**config.mk**
```make
export PLATFORM = sky130hd
export DESIGN_NAME = sfd_diag
export DESIGN_NICKNAME = d
export VERILOG_FILES = /design/src/rtl/sfd_pkg.sv /design/src/rtl/sfd_deglitch.sv /design/src/rtl/sfd_sticky.sv /design/src/rtl/sfd_diag.sv
export SDC_FILE = /design/constraint.sdc
export NUM_CORES = 1
export LEC_CHECK = 0
export ABC_AREA = 1
export ABC_CLOCK_PERIOD_IN_PS = 3000
export BUFFER_PORTS_ARGS = -buffer_cell sky130_fd_sc_hd__buf_2
export CAP_MARGIN = 20
export CORE_ASPECT_RATIO = 1.75
export CORE_UTILIZATION = 50
export DETAILED_ROUTE_END_ITERATION = 8
export PLACE_DENSITY = 0.67
export RECOVER_POWER = 50
export SLEW_MARGIN = 20
export SYNTH_ARGS = -nofsm -noshare
export SYNTH_HDL_FRONTEND = slang
export SYNTH_SLANG_ARGS = --single-unit
```
**constraint.sdc**
```tcl
create_clock -name mclk -period 3 [get_ports mclk]
set_input_delay 0.6 -clock mclk [delete_from_list [all_inputs] [get_ports mclk]]
set_output_delay 0.6 -clock mclk [all_outputs]
set_load 0.01 [all_outputs]
```
**src/rtl/sfd_pkg.sv**
```systemverilog
// sfd_pkg: constants, types and decode helpers of the supply fault and
// open-load diagnostic block.
// assumes a 25 MHz core clock and a 16-bit register port with 4-bit address.
package sfd_pkg;

  // ==========================================================================
  // sizes and clock
  // ==========================================================================
  localparam int NCH = 5;
  localparam int DW = 16;
  localparam int AW = 4;
  localparam int CW = 16;
  localparam int CLK_NS = 40;

  // ==========================================================================
  // filter times in ns, and derived cycle counts (least times round up)
  // ==========================================================================
  localparam int SUPPLY_DGL_NS = 3500;
  localparam int PUMP_DGL_NS = 4000;
  localparam int OL_SHORT_NS = 64000;
  localparam int OL_LONG_NS = 2000000;
  localparam int SUPPLY_DGL_CYC = (SUPPLY_DGL_NS + CLK_NS - 1) / CLK_NS;
  localparam int PUMP_DGL_CYC = (PUMP_DGL_NS + CLK_NS - 1) / CLK_NS;
  localparam int OL_SHORT_CYC = (OL_SHORT_NS + CLK_NS - 1) / CLK_NS;
  localparam int OL_LONG_CYC = (OL_LONG_NS + CLK_NS - 1) / CLK_NS;

  // ==========================================================================
  // register indices
  // ==========================================================================
  localparam logic [AW-1:0] ADDR_QUICK = 4'h1;
  localparam logic [AW-1:0] ADDR_CH_FIRST = 4'h2;
  localparam logic [AW-1:0] ADDR_DEV = 4'h7;
  localparam logic [AW-1:0] ADDR_OUT_CTRL = 4'h8;
  localparam logic [AW-1:0] ADDR_OL_FILT = 4'h9;
  localparam logic [AW-1:0] ADDR_SMALL_LOAD = 4'hA;
  localparam logic [AW-1:0] ADDR_IRQ_ST = 4'hB;
  localparam logic [AW-1:0] ADDR_IRQ_MASK = 4'hC;

  // ==========================================================================
  // field positions and reset values
  // ==========================================================================
  localparam int BIT_DEV_FAULT = 7;
  localparam int BIT_LOAD_MISS = 6;
  localparam int BIT_PUMP_FAIL = 5;
  localparam int BIT_ON_OPEN = 0;
  localparam int BIT_SUPPLY_HIGH = 0;
  localparam int BIT_SUPPLY_LOW = 1;
  localparam int IRQ_W = 4;
  localparam int IRQ_SUPPLY_HIGH = 0;
  localparam int IRQ_SUPPLY_LOW = 1;
  localparam int IRQ_PUMP = 2;
  localparam int IRQ_OPEN = 3;
  localparam logic [NCH-1:0] RST_CH = 5'h00;
  localparam logic [IRQ_W-1:0] RST_IRQ = 4'h0;
  localparam logic [DW-1:0] RST_DATA = 16'h0000;

  // ==========================================================================
  // types
  // ==========================================================================
  typedef struct packed {
    logic wr;
    logic rd;
    logic [AW-1:0] addr;
    logic [DW-1:0] wdata;
  } sfd_bus_req_type;

  typedef enum logic [1:0] {
    PUMP_POWER_UP = 2'b00,
    PUMP_RUN = 2'b01,
    PUMP_FAULT = 2'b10
  } sfd_pump_state_type;

  // one-hot channel select for channel status register addresses
  function automatic logic [NCH-1:0] ch_sel(input logic [AW-1:0] addr);
    logic [NCH-1:0] sel;
    sel = RST_CH;
    for (int i = 0; i < NCH; i++) begin
      if (addr == ADDR_CH_FIRST + AW'(i)) begin
        sel[i] = 1'b1;
      end
    end
    return sel;
  endfunction : ch_sel

endpackage : sfd_pkg

```
**src/rtl/sfd_deglitch.sv**
```systemverilog
// sfd_deglitch: level filter; output follows input only after it has
// differed for limit consecutive cycles.
// assumes raw is synchronous to mclk; clr forces the level low at once.
`timescale 1ns/1ps
module sfd_deglitch #(
  parameter int CW = 16
) (
  input wire logic mclk,
  input wire logic rst_n,
  input wire logic raw,
  input wire logic clr,
  input wire logic [CW-1:0] limit,
  output logic level
);

  logic [CW-1:0] cnt_ff;
  logic [CW-1:0] nxt_cnt;
  logic lvl_ff;
  logic nxt_lvl;

  always_comb begin
    nxt_cnt = '0;
    nxt_lvl = lvl_ff;
    if (clr) begin
      nxt_lvl = 1'b0;
    end else if (raw != lvl_ff) begin
      if (cnt_ff >= limit - 1'b1) begin
        nxt_lvl = raw;
      end else begin
        nxt_cnt = cnt_ff + 1'b1;
      end
    end
  end

  always_ff @(posedge mclk or negedge rst_n) begin
    if (!rst_n) begin
      cnt_ff <= '0;
      lvl_ff <= 1'b0;
    end else begin
      cnt_ff <= nxt_cnt;
      lvl_ff <= nxt_lvl;
    end
  end

  assign level = lvl_ff;

  AST_CLR_RESETS: assert property (@(posedge mclk) disable iff (!rst_n) clr |=> !lvl_ff)
    else $error("filter level not reset by clear");

endmodule : sfd_deglitch

```
**src/rtl/sfd_sticky.sv**
```systemverilog
// sfd_sticky: latched fault flag, set by its condition, cleared by a
// status read only once the condition is gone.
// assumes rd_clr is a one-cycle read strobe already decoded.
`timescale 1ns/1ps
module sfd_sticky (
  input wire logic mclk,
  input wire logic rst_n,
  input wire logic cond,
  input wire logic rd_clr,
  output logic flag
);

  logic flag_ff;
  logic nxt_flag;

  // condition still present keeps the flag through a read
  always_comb begin
    nxt_flag = cond | (flag_ff & ~rd_clr);
  end

  always_ff @(posedge mclk or negedge rst_n) begin
    if (!rst_n) begin
      flag_ff <= 1'b0;
    end else begin
      flag_ff <= nxt_flag;
    end
  end

  assign flag = flag_ff;

  AST_READ_KEEPS: assert property (@(posedge mclk) disable iff (!rst_n) (flag_ff && !rd_clr) |=> flag_ff)
    else $error("flag dropped without a read");
  AST_READ_CLEARS: assert property (@(posedge mclk) disable iff (!rst_n) (rd_clr && !cond) |=> !flag_ff)
    else $error("flag not cleared by read after condition gone");

endmodule : sfd_sticky

```
**src/rtl/sfd_diag.sv**
```systemverilog
// sfd_diag: supply, charge pump and on-state open-load diagnostics for a
// five-channel high-side switch, with output gating and status registers.
// assumes all inputs synchronous to mclk; comparator inputs are high while
// their condition is present; register port gives read data a cycle later.
//
// Chosen here: the address map and strobed register access.
`timescale 1ns/1ps
// Overview of operation
// - filtered overvoltage sets supply_high_flag in device status and device_fault_summary in quick, device and channel status words
// - supply_high_flag clears only after overvoltage gone and device status read
// - load dump input forces every output off
// - under and overvoltage comparators pass a 3.5 us deglitch filter
// - no output turns on before pump first settles; commands are held meanwhile
// - pump out of range for 4.0 us disables all outputs
// - pump fault after deglitch sets pump_fail_flag and device_fault_summary
// - commands during pump fault execute, with inrush window start, on recovery
// - pump_fail_flag clears only after fault gone and quick status read
// - open-load filter of each channel runs automatically while that output is on
// - small_load_detect_select bit picks each channel's open-load threshold
// - open load sets channel quick fault, load-missing summary and channel flag
// - on_state_open_flag clears only after load returns or output goes off, and channel status read
// - open-load detection never alters the output state
// - open_filter_select picks 64 us or 2.0 ms open-load deglitch
// - open-load filter counts only with output high, resets when low
module sfd_diag #(
  parameter int OL_LONG_CYC = sfd_pkg::OL_LONG_CYC
) (
  input wire logic mclk,
  input wire logic rst_n,
  input wire sfd_pkg::sfd_bus_req_type bus_req,
  output logic [sfd_pkg::DW-1:0] rd_data,
  input wire logic vbat_ov_raw,
  input wire logic vbat_uv_raw,
  input wire logic load_dump_det,
  input wire logic pump_ok_raw,
  input wire logic [sfd_pkg::NCH-1:0] open_load_raw,
  output logic [sfd_pkg::NCH-1:0] out_en,
  output logic [sfd_pkg::NCH-1:0] inrush_current_window,
  output logic [sfd_pkg::NCH-1:0] small_load_detect_select,
  output logic irq
);

  localparam int NCH = sfd_pkg::NCH;
  localparam int DW = sfd_pkg::DW;
  localparam int CW = sfd_pkg::CW;
  localparam int IRQ_W = sfd_pkg::IRQ_W;

  // ==========================================================================
  // software registers
  // ==========================================================================
  logic [NCH-1:0] out_cmd_ff;
  logic [NCH-1:0] nxt_out_cmd;
  logic [NCH-1:0] open_filter_select_ff;
  logic [NCH-1:0] nxt_open_filter_select;
  logic [NCH-1:0] small_load_ff;
  logic [NCH-1:0] nxt_small_load;
  logic [IRQ_W-1:0] irq_mask_ff;
  logic [IRQ_W-1:0] nxt_irq_mask;
  logic wr_hit_out;
  logic wr_hit_filt;
  logic wr_hit_small;
  logic wr_hit_mask;
  logic wr_hit_irq;

  always_comb begin
    wr_hit_out = bus_req.wr && (bus_req.addr == sfd_pkg::ADDR_OUT_CTRL);
    wr_hit_filt = bus_req.wr && (bus_req.addr == sfd_pkg::ADDR_OL_FILT);
    wr_hit_small = bus_req.wr && (bus_req.addr == sfd_pkg::ADDR_SMALL_LOAD);
    wr_hit_mask = bus_req.wr && (bus_req.addr == sfd_pkg::ADDR_IRQ_MASK);
    wr_hit_irq = bus_req.wr && (bus_req.addr == sfd_pkg::ADDR_IRQ_ST);
    nxt_out_cmd = wr_hit_out ? bus_req.wdata[NCH-1:0] : out_cmd_ff;
    nxt_open_filter_select = wr_hit_filt ? bus_req.wdata[NCH-1:0] : open_filter_select_ff;
    nxt_small_load = wr_hit_small ? bus_req.wdata[NCH-1:0] : small_load_ff;
    nxt_irq_mask = wr_hit_mask ? bus_req.wdata[IRQ_W-1:0] : irq_mask_ff;
  end

  always_ff @(posedge mclk or negedge rst_n) begin
    if (!rst_n) begin
      out_cmd_ff <= sfd_pkg::RST_CH;
      open_filter_select_ff <= sfd_pkg::RST_CH;
      small_load_ff <= sfd_pkg::RST_CH;
      irq_mask_ff <= sfd_pkg::RST_IRQ;
    end else begin
      out_cmd_ff <= nxt_out_cmd;
      open_filter_select_ff <= nxt_open_filter_select;
      small_load_ff <= nxt_small_load;
      irq_mask_ff <= nxt_irq_mask;
    end
  end

  // threshold choice goes straight to the current comparator
  assign small_load_detect_select = small_load_ff;

  // ==========================================================================
  // supply and pump filters
  // ==========================================================================
  logic ov_f;
  logic uv_f;
  logic pump_bad_f;

  sfd_deglitch #(.CW(CW)) u_ov_dgl (
    .mclk(mclk),
    .rst_n(rst_n),
    .raw(vbat_ov_raw),
    .clr(1'b0),
    .limit(CW'(sfd_pkg::SUPPLY_DGL_CYC)),
    .level(ov_f)
  );

  sfd_deglitch #(.CW(CW)) u_uv_dgl (
    .mclk(mclk),
    .rst_n(rst_n),
    .raw(vbat_uv_raw),
    .clr(1'b0),
    .limit(CW'(sfd_pkg::SUPPLY_DGL_CYC)),
    .level(uv_f)
  );

  // good pump drops the bad level at once, else recovery would fault again
  sfd_deglitch #(.CW(CW)) u_pump_dgl (
    .mclk(mclk),
    .rst_n(rst_n),
    .raw(~pump_ok_raw),
    .clr(pump_ok_raw),
    .limit(CW'(sfd_pkg::PUMP_DGL_CYC)),
    .level(pump_bad_f)
  );

  // ==========================================================================
  // pump state
  // ==========================================================================
  sfd_pkg::sfd_pump_state_type pump_st_ff;
  sfd_pkg::sfd_pump_state_type nxt_pump_st;

  // power-up waits on the raw good level; running needs the filtered bad level
  always_comb begin
    nxt_pump_st = pump_st_ff;
    case (pump_st_ff)
      sfd_pkg::PUMP_POWER_UP: begin
        if (pump_ok_raw && !pump_bad_f) begin
          nxt_pump_st = sfd_pkg::PUMP_RUN;
        end
      end
      sfd_pkg::PUMP_RUN: begin
        if (pump_bad_f) begin
          nxt_pump_st = sfd_pkg::PUMP_FAULT;
        end
      end
      sfd_pkg::PUMP_FAULT: begin
        if (pump_ok_raw) begin
          nxt_pump_st = sfd_pkg::PUMP_RUN;
        end
      end
      default: begin
        nxt_pump_st = sfd_pkg::PUMP_POWER_UP;
      end
    endcase
  end

  always_ff @(posedge mclk or negedge rst_n) begin
    if (!rst_n) begin
      pump_st_ff <= sfd_pkg::PUMP_POWER_UP;
    end else begin
      pump_st_ff <= nxt_pump_st;
    end
  end

  // ==========================================================================
  // output gating and inrush window start
  // ==========================================================================
  logic [NCH-1:0] out_en_ff;
  logic [NCH-1:0] nxt_out_en;
  logic [NCH-1:0] inrush_ff;
  logic [NCH-1:0] nxt_inrush;
  logic outputs_allowed;

  // commands stay in out_cmd_ff, so a blocked turn-on fires once gating lifts
  always_comb begin
    outputs_allowed = (pump_st_ff == sfd_pkg::PUMP_RUN) && !uv_f && !load_dump_det;
    nxt_out_en = outputs_allowed ? out_cmd_ff : sfd_pkg::RST_CH;
    nxt_inrush = nxt_out_en & ~out_en_ff;
  end

  always_ff @(posedge mclk or negedge rst_n) begin
    if (!rst_n) begin
      out_en_ff <= sfd_pkg::RST_CH;
      inrush_ff <= sfd_pkg::RST_CH;
    end else begin
      out_en_ff <= nxt_out_en;
      inrush_ff <= nxt_inrush;
    end
  end

  assign out_en = out_en_ff;
  assign inrush_current_window = inrush_ff;

  // ==========================================================================
  // open-load filters per channel
  // ==========================================================================
  logic [NCH-1:0] ol_f;
  logic [NCH-1:0] on_state_open_flag;
  logic [NCH-1:0] ch_rd;

  always_comb begin
    ch_rd = bus_req.rd ? sfd_pkg::ch_sel(bus_req.addr) : sfd_pkg::RST_CH;
  end

  for (genvar i = 0; i < NCH; i++) begin : g_ch
    sfd_deglitch #(.CW(CW)) u_ol_dgl (
      .mclk(mclk),
      .rst_n(rst_n),
      .raw(open_load_raw[i]),
      .clr(~out_en_ff[i]),
      .limit(open_filter_select_ff[i] ? CW'(OL_LONG_CYC) : CW'(sfd_pkg::OL_SHORT_CYC)),
      .level(ol_f[i])
    );

    sfd_sticky u_ol_flag (
      .mclk(mclk),
      .rst_n(rst_n),
      .cond(ol_f[i]),
      .rd_clr(ch_rd[i]),
      .flag(on_state_open_flag[i])
    );
  end

  // ==========================================================================
  // supply and pump flags
  // ==========================================================================
  logic supply_high_flag;
  logic supply_low_flag;
  logic pump_fail_flag;
  logic dev_rd;
  logic quick_rd;
  logic pump_fault_cond;

  always_comb begin
    dev_rd = bus_req.rd && (bus_req.addr == sfd_pkg::ADDR_DEV);
    quick_rd = bus_req.rd && (bus_req.addr == sfd_pkg::ADDR_QUICK);
    pump_fault_cond = (pump_st_ff == sfd_pkg::PUMP_FAULT);
  end

  sfd_sticky u_high_flag (
    .mclk(mclk),
    .rst_n(rst_n),
    .cond(ov_f),
    .rd_clr(dev_rd),
    .flag(supply_high_flag)
  );

  sfd_sticky u_low_flag (
    .mclk(mclk),
    .rst_n(rst_n),
    .cond(uv_f),
    .rd_clr(dev_rd),
    .flag(supply_low_flag)
  );

  sfd_sticky u_pump_flag (
    .mclk(mclk),
    .rst_n(rst_n),
    .cond(pump_fault_cond),
    .rd_clr(quick_rd),
    .flag(pump_fail_flag)
  );

  // ==========================================================================
  // status words and read port
  // ==========================================================================
  logic device_fault_summary;
  logic load_missing_summary;
  logic [NCH-1:0] channel_quick_fault;
  logic [DW-1:0] common_bits;
  logic [DW-1:0] nxt_rd_data;
  logic [DW-1:0] rd_data_ff;
  logic [IRQ_W-1:0] irq_st_ff;
  logic [IRQ_W-1:0] nxt_irq_st;
  logic [IRQ_W-1:0] irq_evt;
  logic [IRQ_W-1:0] flags_d_ff;
  logic [IRQ_W-1:0] flags_now;

  always_comb begin
    device_fault_summary = supply_high_flag | supply_low_flag | pump_fail_flag;
    load_missing_summary = |on_state_open_flag;
    channel_quick_fault = on_state_open_flag;
    common_bits = sfd_pkg::RST_DATA;
    common_bits[sfd_pkg::BIT_DEV_FAULT] = device_fault_summary;
    common_bits[sfd_pkg::BIT_LOAD_MISS] = load_missing_summary;
    nxt_rd_data = sfd_pkg::RST_DATA;
    if (bus_req.rd) begin
      case (bus_req.addr)
        sfd_pkg::ADDR_QUICK: begin
          nxt_rd_data = common_bits;
          nxt_rd_data[NCH-1:0] = channel_quick_fault;
          nxt_rd_data[sfd_pkg::BIT_PUMP_FAIL] = pump_fail_flag;
        end
        sfd_pkg::ADDR_DEV: begin
          nxt_rd_data = common_bits;
          nxt_rd_data[sfd_pkg::BIT_SUPPLY_HIGH] = supply_high_flag;
          nxt_rd_data[sfd_pkg::BIT_SUPPLY_LOW] = supply_low_flag;
        end
        sfd_pkg::ADDR_OUT_CTRL: nxt_rd_data[NCH-1:0] = out_cmd_ff;
        sfd_pkg::ADDR_OL_FILT: nxt_rd_data[NCH-1:0] = open_filter_select_ff;
        sfd_pkg::ADDR_SMALL_LOAD: nxt_rd_data[NCH-1:0] = small_load_ff;
        sfd_pkg::ADDR_IRQ_ST: nxt_rd_data[IRQ_W-1:0] = irq_st_ff;
        sfd_pkg::ADDR_IRQ_MASK: nxt_rd_data[IRQ_W-1:0] = irq_mask_ff;
        default: begin
          if (|ch_rd) begin
            nxt_rd_data = common_bits;
            nxt_rd_data[sfd_pkg::BIT_ON_OPEN] = |(ch_rd & on_state_open_flag);
          end
        end
      endcase
    end
    flags_now = {load_missing_summary, pump_fail_flag, supply_low_flag, supply_high_flag};
    irq_evt = flags_now & ~flags_d_ff;
    // a new event in the clearing cycle survives the write-one-to-clear
    nxt_irq_st = (irq_st_ff & ~(wr_hit_irq ? bus_req.wdata[IRQ_W-1:0] : sfd_pkg::RST_IRQ)) | irq_evt;
  end

  always_ff @(posedge mclk or negedge rst_n) begin
    if (!rst_n) begin
      rd_data_ff <= sfd_pkg::RST_DATA;
      irq_st_ff <= sfd_pkg::RST_IRQ;
      flags_d_ff <= sfd_pkg::RST_IRQ;
    end else begin
      rd_data_ff <= nxt_rd_data;
      irq_st_ff <= nxt_irq_st;
      flags_d_ff <= flags_now;
    end
  end

  assign rd_data = rd_data_ff;
  assign irq = |(irq_st_ff & irq_mask_ff);

  // ==========================================================================
  // checks
  // ==========================================================================
  AST_OV_FLAG: assert property (@(posedge mclk) disable iff (!rst_n) ov_f |=> supply_high_flag && device_fault_summary)
    else $error("overvoltage not flagged");
  AST_OV_LATCH: assert property (@(posedge mclk) disable iff (!rst_n)
    (supply_high_flag && ov_f) |=> supply_high_flag)
    else $error("supply high flag cleared during overvoltage");
  AST_LOAD_DUMP: assert property (@(posedge mclk) disable iff (!rst_n) load_dump_det |=> out_en_ff == 5'h00)
    else $error("output on during load dump");
  AST_OV_FILTER: assert property (@(posedge mclk) disable iff (!rst_n)
    ($rose(vbat_ov_raw) && !ov_f) |-> !ov_f [*8])
    else $error("overvoltage passed without deglitch");
  AST_PUMP_GATE: assert property (@(posedge mclk) disable iff (!rst_n)
    (pump_st_ff != sfd_pkg::PUMP_RUN) |=> out_en_ff == 5'h00)
    else $error("output on with pump unsettled");
  AST_PUMP_OFF: assert property (@(posedge mclk) disable iff (!rst_n)
    (pump_bad_f && pump_st_ff == sfd_pkg::PUMP_RUN) |=> ##1 out_en_ff == 5'h00)
    else $error("outputs not disabled on pump fault");
  AST_PUMP_FLAG: assert property (@(posedge mclk) disable iff (!rst_n)
    pump_fault_cond |=> pump_fail_flag && device_fault_summary)
    else $error("pump fault not flagged");
  AST_HELD_ON: assert property (@(posedge mclk) disable iff (!rst_n)
    (outputs_allowed && out_cmd_ff[0] && !out_en_ff[0]) |=> out_en_ff[0] && inrush_ff[0])
    else $error("held turn-on not executed");
  AST_PUMP_LATCH: assert property (@(posedge mclk) disable iff (!rst_n)
    (pump_fail_flag && !quick_rd) |=> pump_fail_flag)
    else $error("pump flag cleared without quick status read");
  AST_OL_REPORT: assert property (@(posedge mclk) disable iff (!rst_n)
    ol_f[0] |=> on_state_open_flag[0] && channel_quick_fault[0] && load_missing_summary)
    else $error("open load not reported");
  AST_OL_ONLY_ON: assert property (@(posedge mclk) disable iff (!rst_n) (!out_en_ff[0]) |=> !ol_f[0])
    else $error("open load filter active with output off");
  AST_OL_KEEP_ON: assert property (@(posedge mclk) disable iff (!rst_n)
    ($rose(ol_f[1]) && outputs_allowed && $stable(out_cmd_ff)) |-> $stable(out_en_ff))
    else $error("open load changed output");

  COV_OV: cover property (@(posedge mclk) disable iff (!rst_n) $rose(supply_high_flag));
  COV_PUMP: cover property (@(posedge mclk) disable iff (!rst_n) $fell(pump_fail_flag));
  COV_OL: cover property (@(posedge mclk) disable iff (!rst_n) $rose(on_state_open_flag[0]));
  COV_IRQ: cover property (@(posedge mclk) disable iff (!rst_n) $rose(irq));

endmodule : sfd_diag

```
==> results.md, run 1 <==
- H-tree levels: 4
- HP Start: u_low_flag.flag
- Reg clk slew, reported paths: 0.08 ns
- Worst path arrival time: 1.47 ns
- Antenna viol nets, final: 0
- Synthesized area: 0.009647 mm^2
- Resize count post-CTS: 0
- Max FO, Critical Path: 2
- Syn avg cell area: 8.924 um^2
- Inst Count DP: 1388
- Die span in x: 107 um
- Failing checks: capacitance limit, slew limit
- Die height: 185.8 um
- Drt pass-1 iters: 4
- Crit path capture type: primary output
- First-pass GRT wire length: 32670 um
- Max Slew Vio Count: 73
- Final net count: 1247
- Layout cells sized above 1: 13.62%
- Most frequent cells in the layout: nand2_1, dfrtp_1, nor2_1
- Maximum clock path buffer count: 2
- CP Launch Point: irq_st_ff[2]
- I/O pin total: 65
- CTS tree: built
- CTS sink count: 191
- Hold_buf cts: 0
- Die area: 0.01988 mm^2
- Initial antenna violation count: 3
- Post-CTS setup buffers: 0
- Synth-to-Final Area Change: 12.50%
- Syn. warnings: 0
- DRC errors left: 0
- Relative slew slack: -27.56%
- GPL Wtd Cong: 0.8783
- Fmax: 482.1 MHz
- Pwr dens: 535.9 mW/mm^2
- Synth Flop Type: dfrtp_1
- Largest net degree at the start of global routing: 75
- Critical R2R Launch: open_filter_select_ff[1]
- Initial DRC count: 297
- Final worst path period share: 69.15%
- Total gr overflow: 0
- Number of synthesized register bits: 191
- Setup TNS: 0 ns
- Vias in the first global route: 7095
- Sequential area share after synthesis: 49.55%
- Post-synth EDFFs: 0
- Final setup fails: 0
- Asr flop ratio synth: 100.0%
- Worst hold path type: flop to flop
- PortBufs: 45
- Crit path time final: 2.074 ns
- Worst EP required: 2.40 ns
- Vias/cell: 4.946
- Max cap viols: 1
- Routed WL: 19000 um
- Worst skew pair latency: 0.44 ns
- Core area: 0.01875 mm^2
- Synth cell types: 42
- Layout Cells excl Fill: 1422
- Setup repair after global routing missed its margin: false
- Via count: 7033
- Initial Utilization: 51.46%
- GRT Util Overall: 21.08%
- CTS buffer count: 17
- Leakage: 4.987 nW
- Root Driver: clkbuf_16
- Startpoint types: flop
- WS Path Type: flop to primary output
- Clock Skew: 0.007770 ns
- Detail Placement HPWL: 14110 um
- FILL cells: 1698
- Run status: finished with violations
- Worst-Margin Slew: 1.913 ns
- FP Rows: 66
- Gate Count Post-Synth: 1081
- Wire per inst: 13.36 um
- Most common cell after layout, fill and taps aside: nand2_1
- VDD IR max: 371.6 uV
- Final hold vios: 0
## area by class of cell
| type | instances | area (um^2) | area share (%) |
|---|---|---|---|
| well taps | 238 | 297.8 | 2.744 |
| clock inverters | 15 | 195.2 | 1.798 |
| inverters | 122 | 457.9 | 4.220 |
| repair buffers | 50 | 284.0 | 2.617 |
| clock buffers | 17 | 425.4 | 3.920 |
| multi-input cells | 787 | 4408 | 40.62 |
| flip-flops and latches | 191 | 4780 | 44.04 |
| diodes | 2 | 5.005 | 0.04611 |
## worst max-delay path: stages (launching register included)
cell,delay (ns)
dfrtp_1,0.40
inv_1,0.08
o22ai_1,0.08
a21oi_1,0.13
o21ai_0,0.16
buf_2,0.18
## cell usage after synthesis (all sizes together) (4+ instances only)
cell type	count	area, um^2
or2	4	25.03
xor2	54	473.0
o22ai	7	43.79
nand2	199	752.0
a21oi	18	146.4
xnor2	14	122.6
dfrtp	191	4780
nor2	215	959.7
ha	45	563.0
o21ai	55	275.3
nor3b	4	35.03
o21bai	10	75.07
nand4	24	150.1
buf	14	125.1
inv	122	457.9
nand3	62	400.4
nor3	31	181.4
## through the flow
step / total power [mW] / worst slack (ns) / utilization [%] / cell area, um^2 / hold WS [ns]
6_report: 5.816 / 0.9256 / 57.90 / 10850 / 0.4049
5_1_grt: 6.092 / 0.5687 / 57.88 / 10850 / 0.4302
4_1_cts: 5.900 / 0.9083 / 57.94 / 10860 / 0.1899
3_5_place_dp: 3.532 / 1.036 / 54.63 / 10240 / 0.3881
3_3_place_gp: 3.507 / 1.052 / 54.63 / 10240 / 0.3846
2_1_floorplan: 3.283 / 1.394 / - / 9774 / 0.3044
## registers in the layout, summed over array words and instances, names as in the netlist, 5 cells and up
signal,count
rd_data,8
g_ch.u_ol_dgl.level,5
g_ch.u_ol_flag.flag,5
u_ov_dgl.cnt_ff,16
out_en,5
g_ch.u_ol_dgl.cnt_ff,80
out_cmd_ff,5
u_uv_dgl.cnt_ff,16
open_filter_select_ff,5
u_pump_dgl.cnt_ff,16
small_load_detect_select,5
inrush_current_window,5
## per-layer routing
metal / GRT usage (%) / vias to the layer above / part of all wire, %
met5: 0 / - / 0.095
met4: 8.329 / 4 / 2.0
met3: 4.272 / 35 / 3.2
met2: 37.19 / 93 / 52
met1: 24.99 / 3308 / 42
li1: - / 3593 / -
## where the power goes
| group | leakage, nW | internal [mW] | switching [mW] |
|---|---|---|---|
| clock network | 0.300 | 1.27 | 1.07 |
| logic | 2.17 | 0.202 | 0.410 |
| registers | 2.51 | 2.74 | 0.119 |
| total | 4.99 | 4.22 | 1.60 |
## cells by family after synthesis
logic type               Yosys count  share of synthesized area, %
other                              1                       0.03887
AND/OR/NAND/NOR                  542                         26.17
AO/OA/AOI/OAI                     97                         6.148
buffers and inverters            137                         6.083
adder cells (fa/ha/maj)           45                         5.837
flip-flops                       191                         49.55
XOR/XNOR                          68                         6.174
## final timing paths
check,end,slack (ns),cells past startpoint
worst max-delay path,irq,0.93,5
min in group asynchronous,g_ch[4].u_ol_dgl.cnt_ff[11],0.67,1
worst min-delay path,flags_d_ff[1],0.40,0
worst max register to register,g_ch[1].u_ol_dgl.cnt_ff[4],1.05,7
max in group asynchronous,u_uv_dgl.level,0.96,2
worst min register to register,flags_d_ff[1],0.40,0
No activity file was read; power rests on OpenSTA's default activity.
==> run 2, diff against run 1 <==
- ABC_CLOCK_PERIOD_IN_PS: 3000 -> 2100
- clock period: 3 -> 2.1 ns (I/O delays scaled with it)
==> run 2 against run 1 <==
The run now ends clean; wire length shrank 0.19%; global-route usage is 0.36 points lower; core utilization down 0.34 points; via count grew 0.57%; total power is 38% higher; cell count is essentially flat; non-clock buffer count grew 1; largest cell class unchanged.
==> results.md, run 2 (synthesized netlist as in run 1, its figures left out) <==
- DRC errors left: 0
- Core area: 0.01875 mm^2
- Detail Placement HPWL: 14030 um
- Wire per inst: 13.35 um
- Critical R2R Launch: open_filter_select_ff[1]
- Synth-to-Final Area Change: 11.84%
- Setup repair after global routing missed its margin: false
- First-pass GRT wire length: 31840 um
- Final hold vios: 0
- Final Total Pwr: 8.028 mW
- Leakage: 4.959 nW
- VDD IR max: 627.2 uV
- Pwr dens: 744.1 mW/mm^2
- Layout cells sized above 1: 13.52%
- PortBufs: 45
- Final setup fails: 0
- Startpoint types: flop
- CTS sink count: 191
- Die span in x: 107 um
- Number of flip-flops in the largest register: 80
- Routed WL: 18970 um
- FILL cells: 1694
- Min Hold Slack: 0.2265 ns
- Most common cell after layout, fill and taps aside: nand2_1
- GRT Util Overall: 20.72%
- Die height: 185.8 um
- Drt pass-1 iters: 5
- Initial Utilization: 51.46%
- Endpoint of the worst hold-timing path: u_pump_dgl.level
- Worst Reg-to-Reg Cells: 10
- Worst skew pair latency: 0.44 ns
- GPL Wtd Cong: 0.8954
- Reg with most FFs: g_ch.u_ol_dgl.cnt_ff
- Initial DRC count: 299
- Fmax: 533.6 MHz
- CTS buffer count: 17
- Max Slew Vio Count: 0
- Total gr overflow: 0
- RR Endpoint: g_ch[1].u_ol_dgl.cnt_ff[3]
- Max cap viols: 0
- Most frequent cells in the layout: nand2_1, dfrtp_1, nor2_1
- Final net count: 1248
- WS Path Type: flop to flop
- Initial antenna violation count: 1
- Via count: 7073
- Run status: finished, final reports clean
- Relative slew slack: 43.87%
- I/O pin total: 65
- Worst-Margin Slew: 0.8420 ns
- Vias/cell: 4.977
- Worst path arrival time: 2.20 ns
- Diode count: 0
- FP Rows: 66
- HP Start: pump_ok_raw
- Antenna viol nets, final: 0
- Setup TNS: 0 ns
- Final worst path period share: 89.24%
- Worst hold path type: input port to flop
- Largest net degree at the start of global routing: 60
- Maximum clock path buffer count: 2
- Reg clk slew, reported paths: 0.07 ns
- R2R setup slack: 0.23 ns
- Vias in the first global route: 6929
- Worst EP required: 2.42 ns
- Root Driver: clkbuf_16
- H-tree levels: 4
- Min-Delay Path Depth: 2
- Die area: 0.01988 mm^2
- Crit path capture type: flop
- Max FO, Critical Path: 16
- Clock Skew: 0.006114 ns
- Crit path time final: 1.874 ns
- CTS tree: built
-- run 2: layout make-up --
cell class	count	area (um^2)	area share, %
inverter	122	457.9	4.244
clock inverter	15	127.6	1.183
multi-input combinational	787	4408	40.86
sequential	191	4780	44.30
timing repair buffer	51	292.8	2.714
tap	238	297.8	2.760
clock buffer	17	425.4	3.943
-- run 2: per-stage QoR --
step	cells	instance area, um^2	setup WS (ns)	util [%]
finish	1421	10790	0.2260	57.56
CTS	1421	10820	0.1804	57.70
global placement	1388	10250	0.2500	54.69
global route	1421	10790	0.06653	57.56
floorplan	1115	9774	0.4936	-
detailed placement	1388	10250	0.2171	54.69
-- run 2: worst max-delay path by stage --
stage | from | end | slack [ns] | cells past startpoint
floorplan | open_filter_select_ff[1] | g_ch[1].u_ol_dgl.cnt_ff[11] | 0.49 | 10
global placement | open_filter_select_ff[1] | g_ch[1].u_ol_dgl.cnt_ff[4] | 0.25 | 10
detailed placement | open_filter_select_ff[4] | g_ch[4].u_ol_dgl.cnt_ff[0] | 0.22 | 7
CTS | open_filter_select_ff[0] | g_ch[0].u_ol_dgl.cnt_ff[4] | 0.18 | 7
global route | open_filter_select_ff[0] | g_ch[0].u_ol_dgl.cnt_ff[0] | 0.07 | 7
finish | open_filter_select_ff[1] | g_ch[1].u_ol_dgl.cnt_ff[3] | 0.23 | 10
-- run 2: repair_timing --
item | CTS | global route
resized for setup | 0 | 0
buffers inserted | 0 | 0
hold endpoints to repair | 26 | 0
hold buffers | 1 | 0
-- run 2: layer usage --
layer	global-route usage [%]	vias up	share of wire (%)
li1	-	3596	-
met3	5.147	28	4.3
met5	0	-	0.069
met4	7.945	2	2.2
met1	23.34	3311	42
met2	37.32	136	52
-- run 2: worst max-delay path, cell delays in order, from the launching register on --
cell and delay [ns]:
dfrtp_1 0.44, inv_1 0.16, ha_1 0.32, nand2_1 0.05
inv_1 0.10, nand2_1 0.06, nor2_1 0.11, nand2_1 0.10
nand3_2 0.08, buf_4 0.24, nor2_1 0.07
-- run 2: power by group --
part / switching, mW / leakage [nW] / total, mW / internal (mW)
Clock: 1.50 / 0.272 / 3.06 / 1.56
Sequential: 0.170 / 2.51 / 4.09 / 3.92
Combinational: 0.595 / 2.17 / 0.883 / 0.287
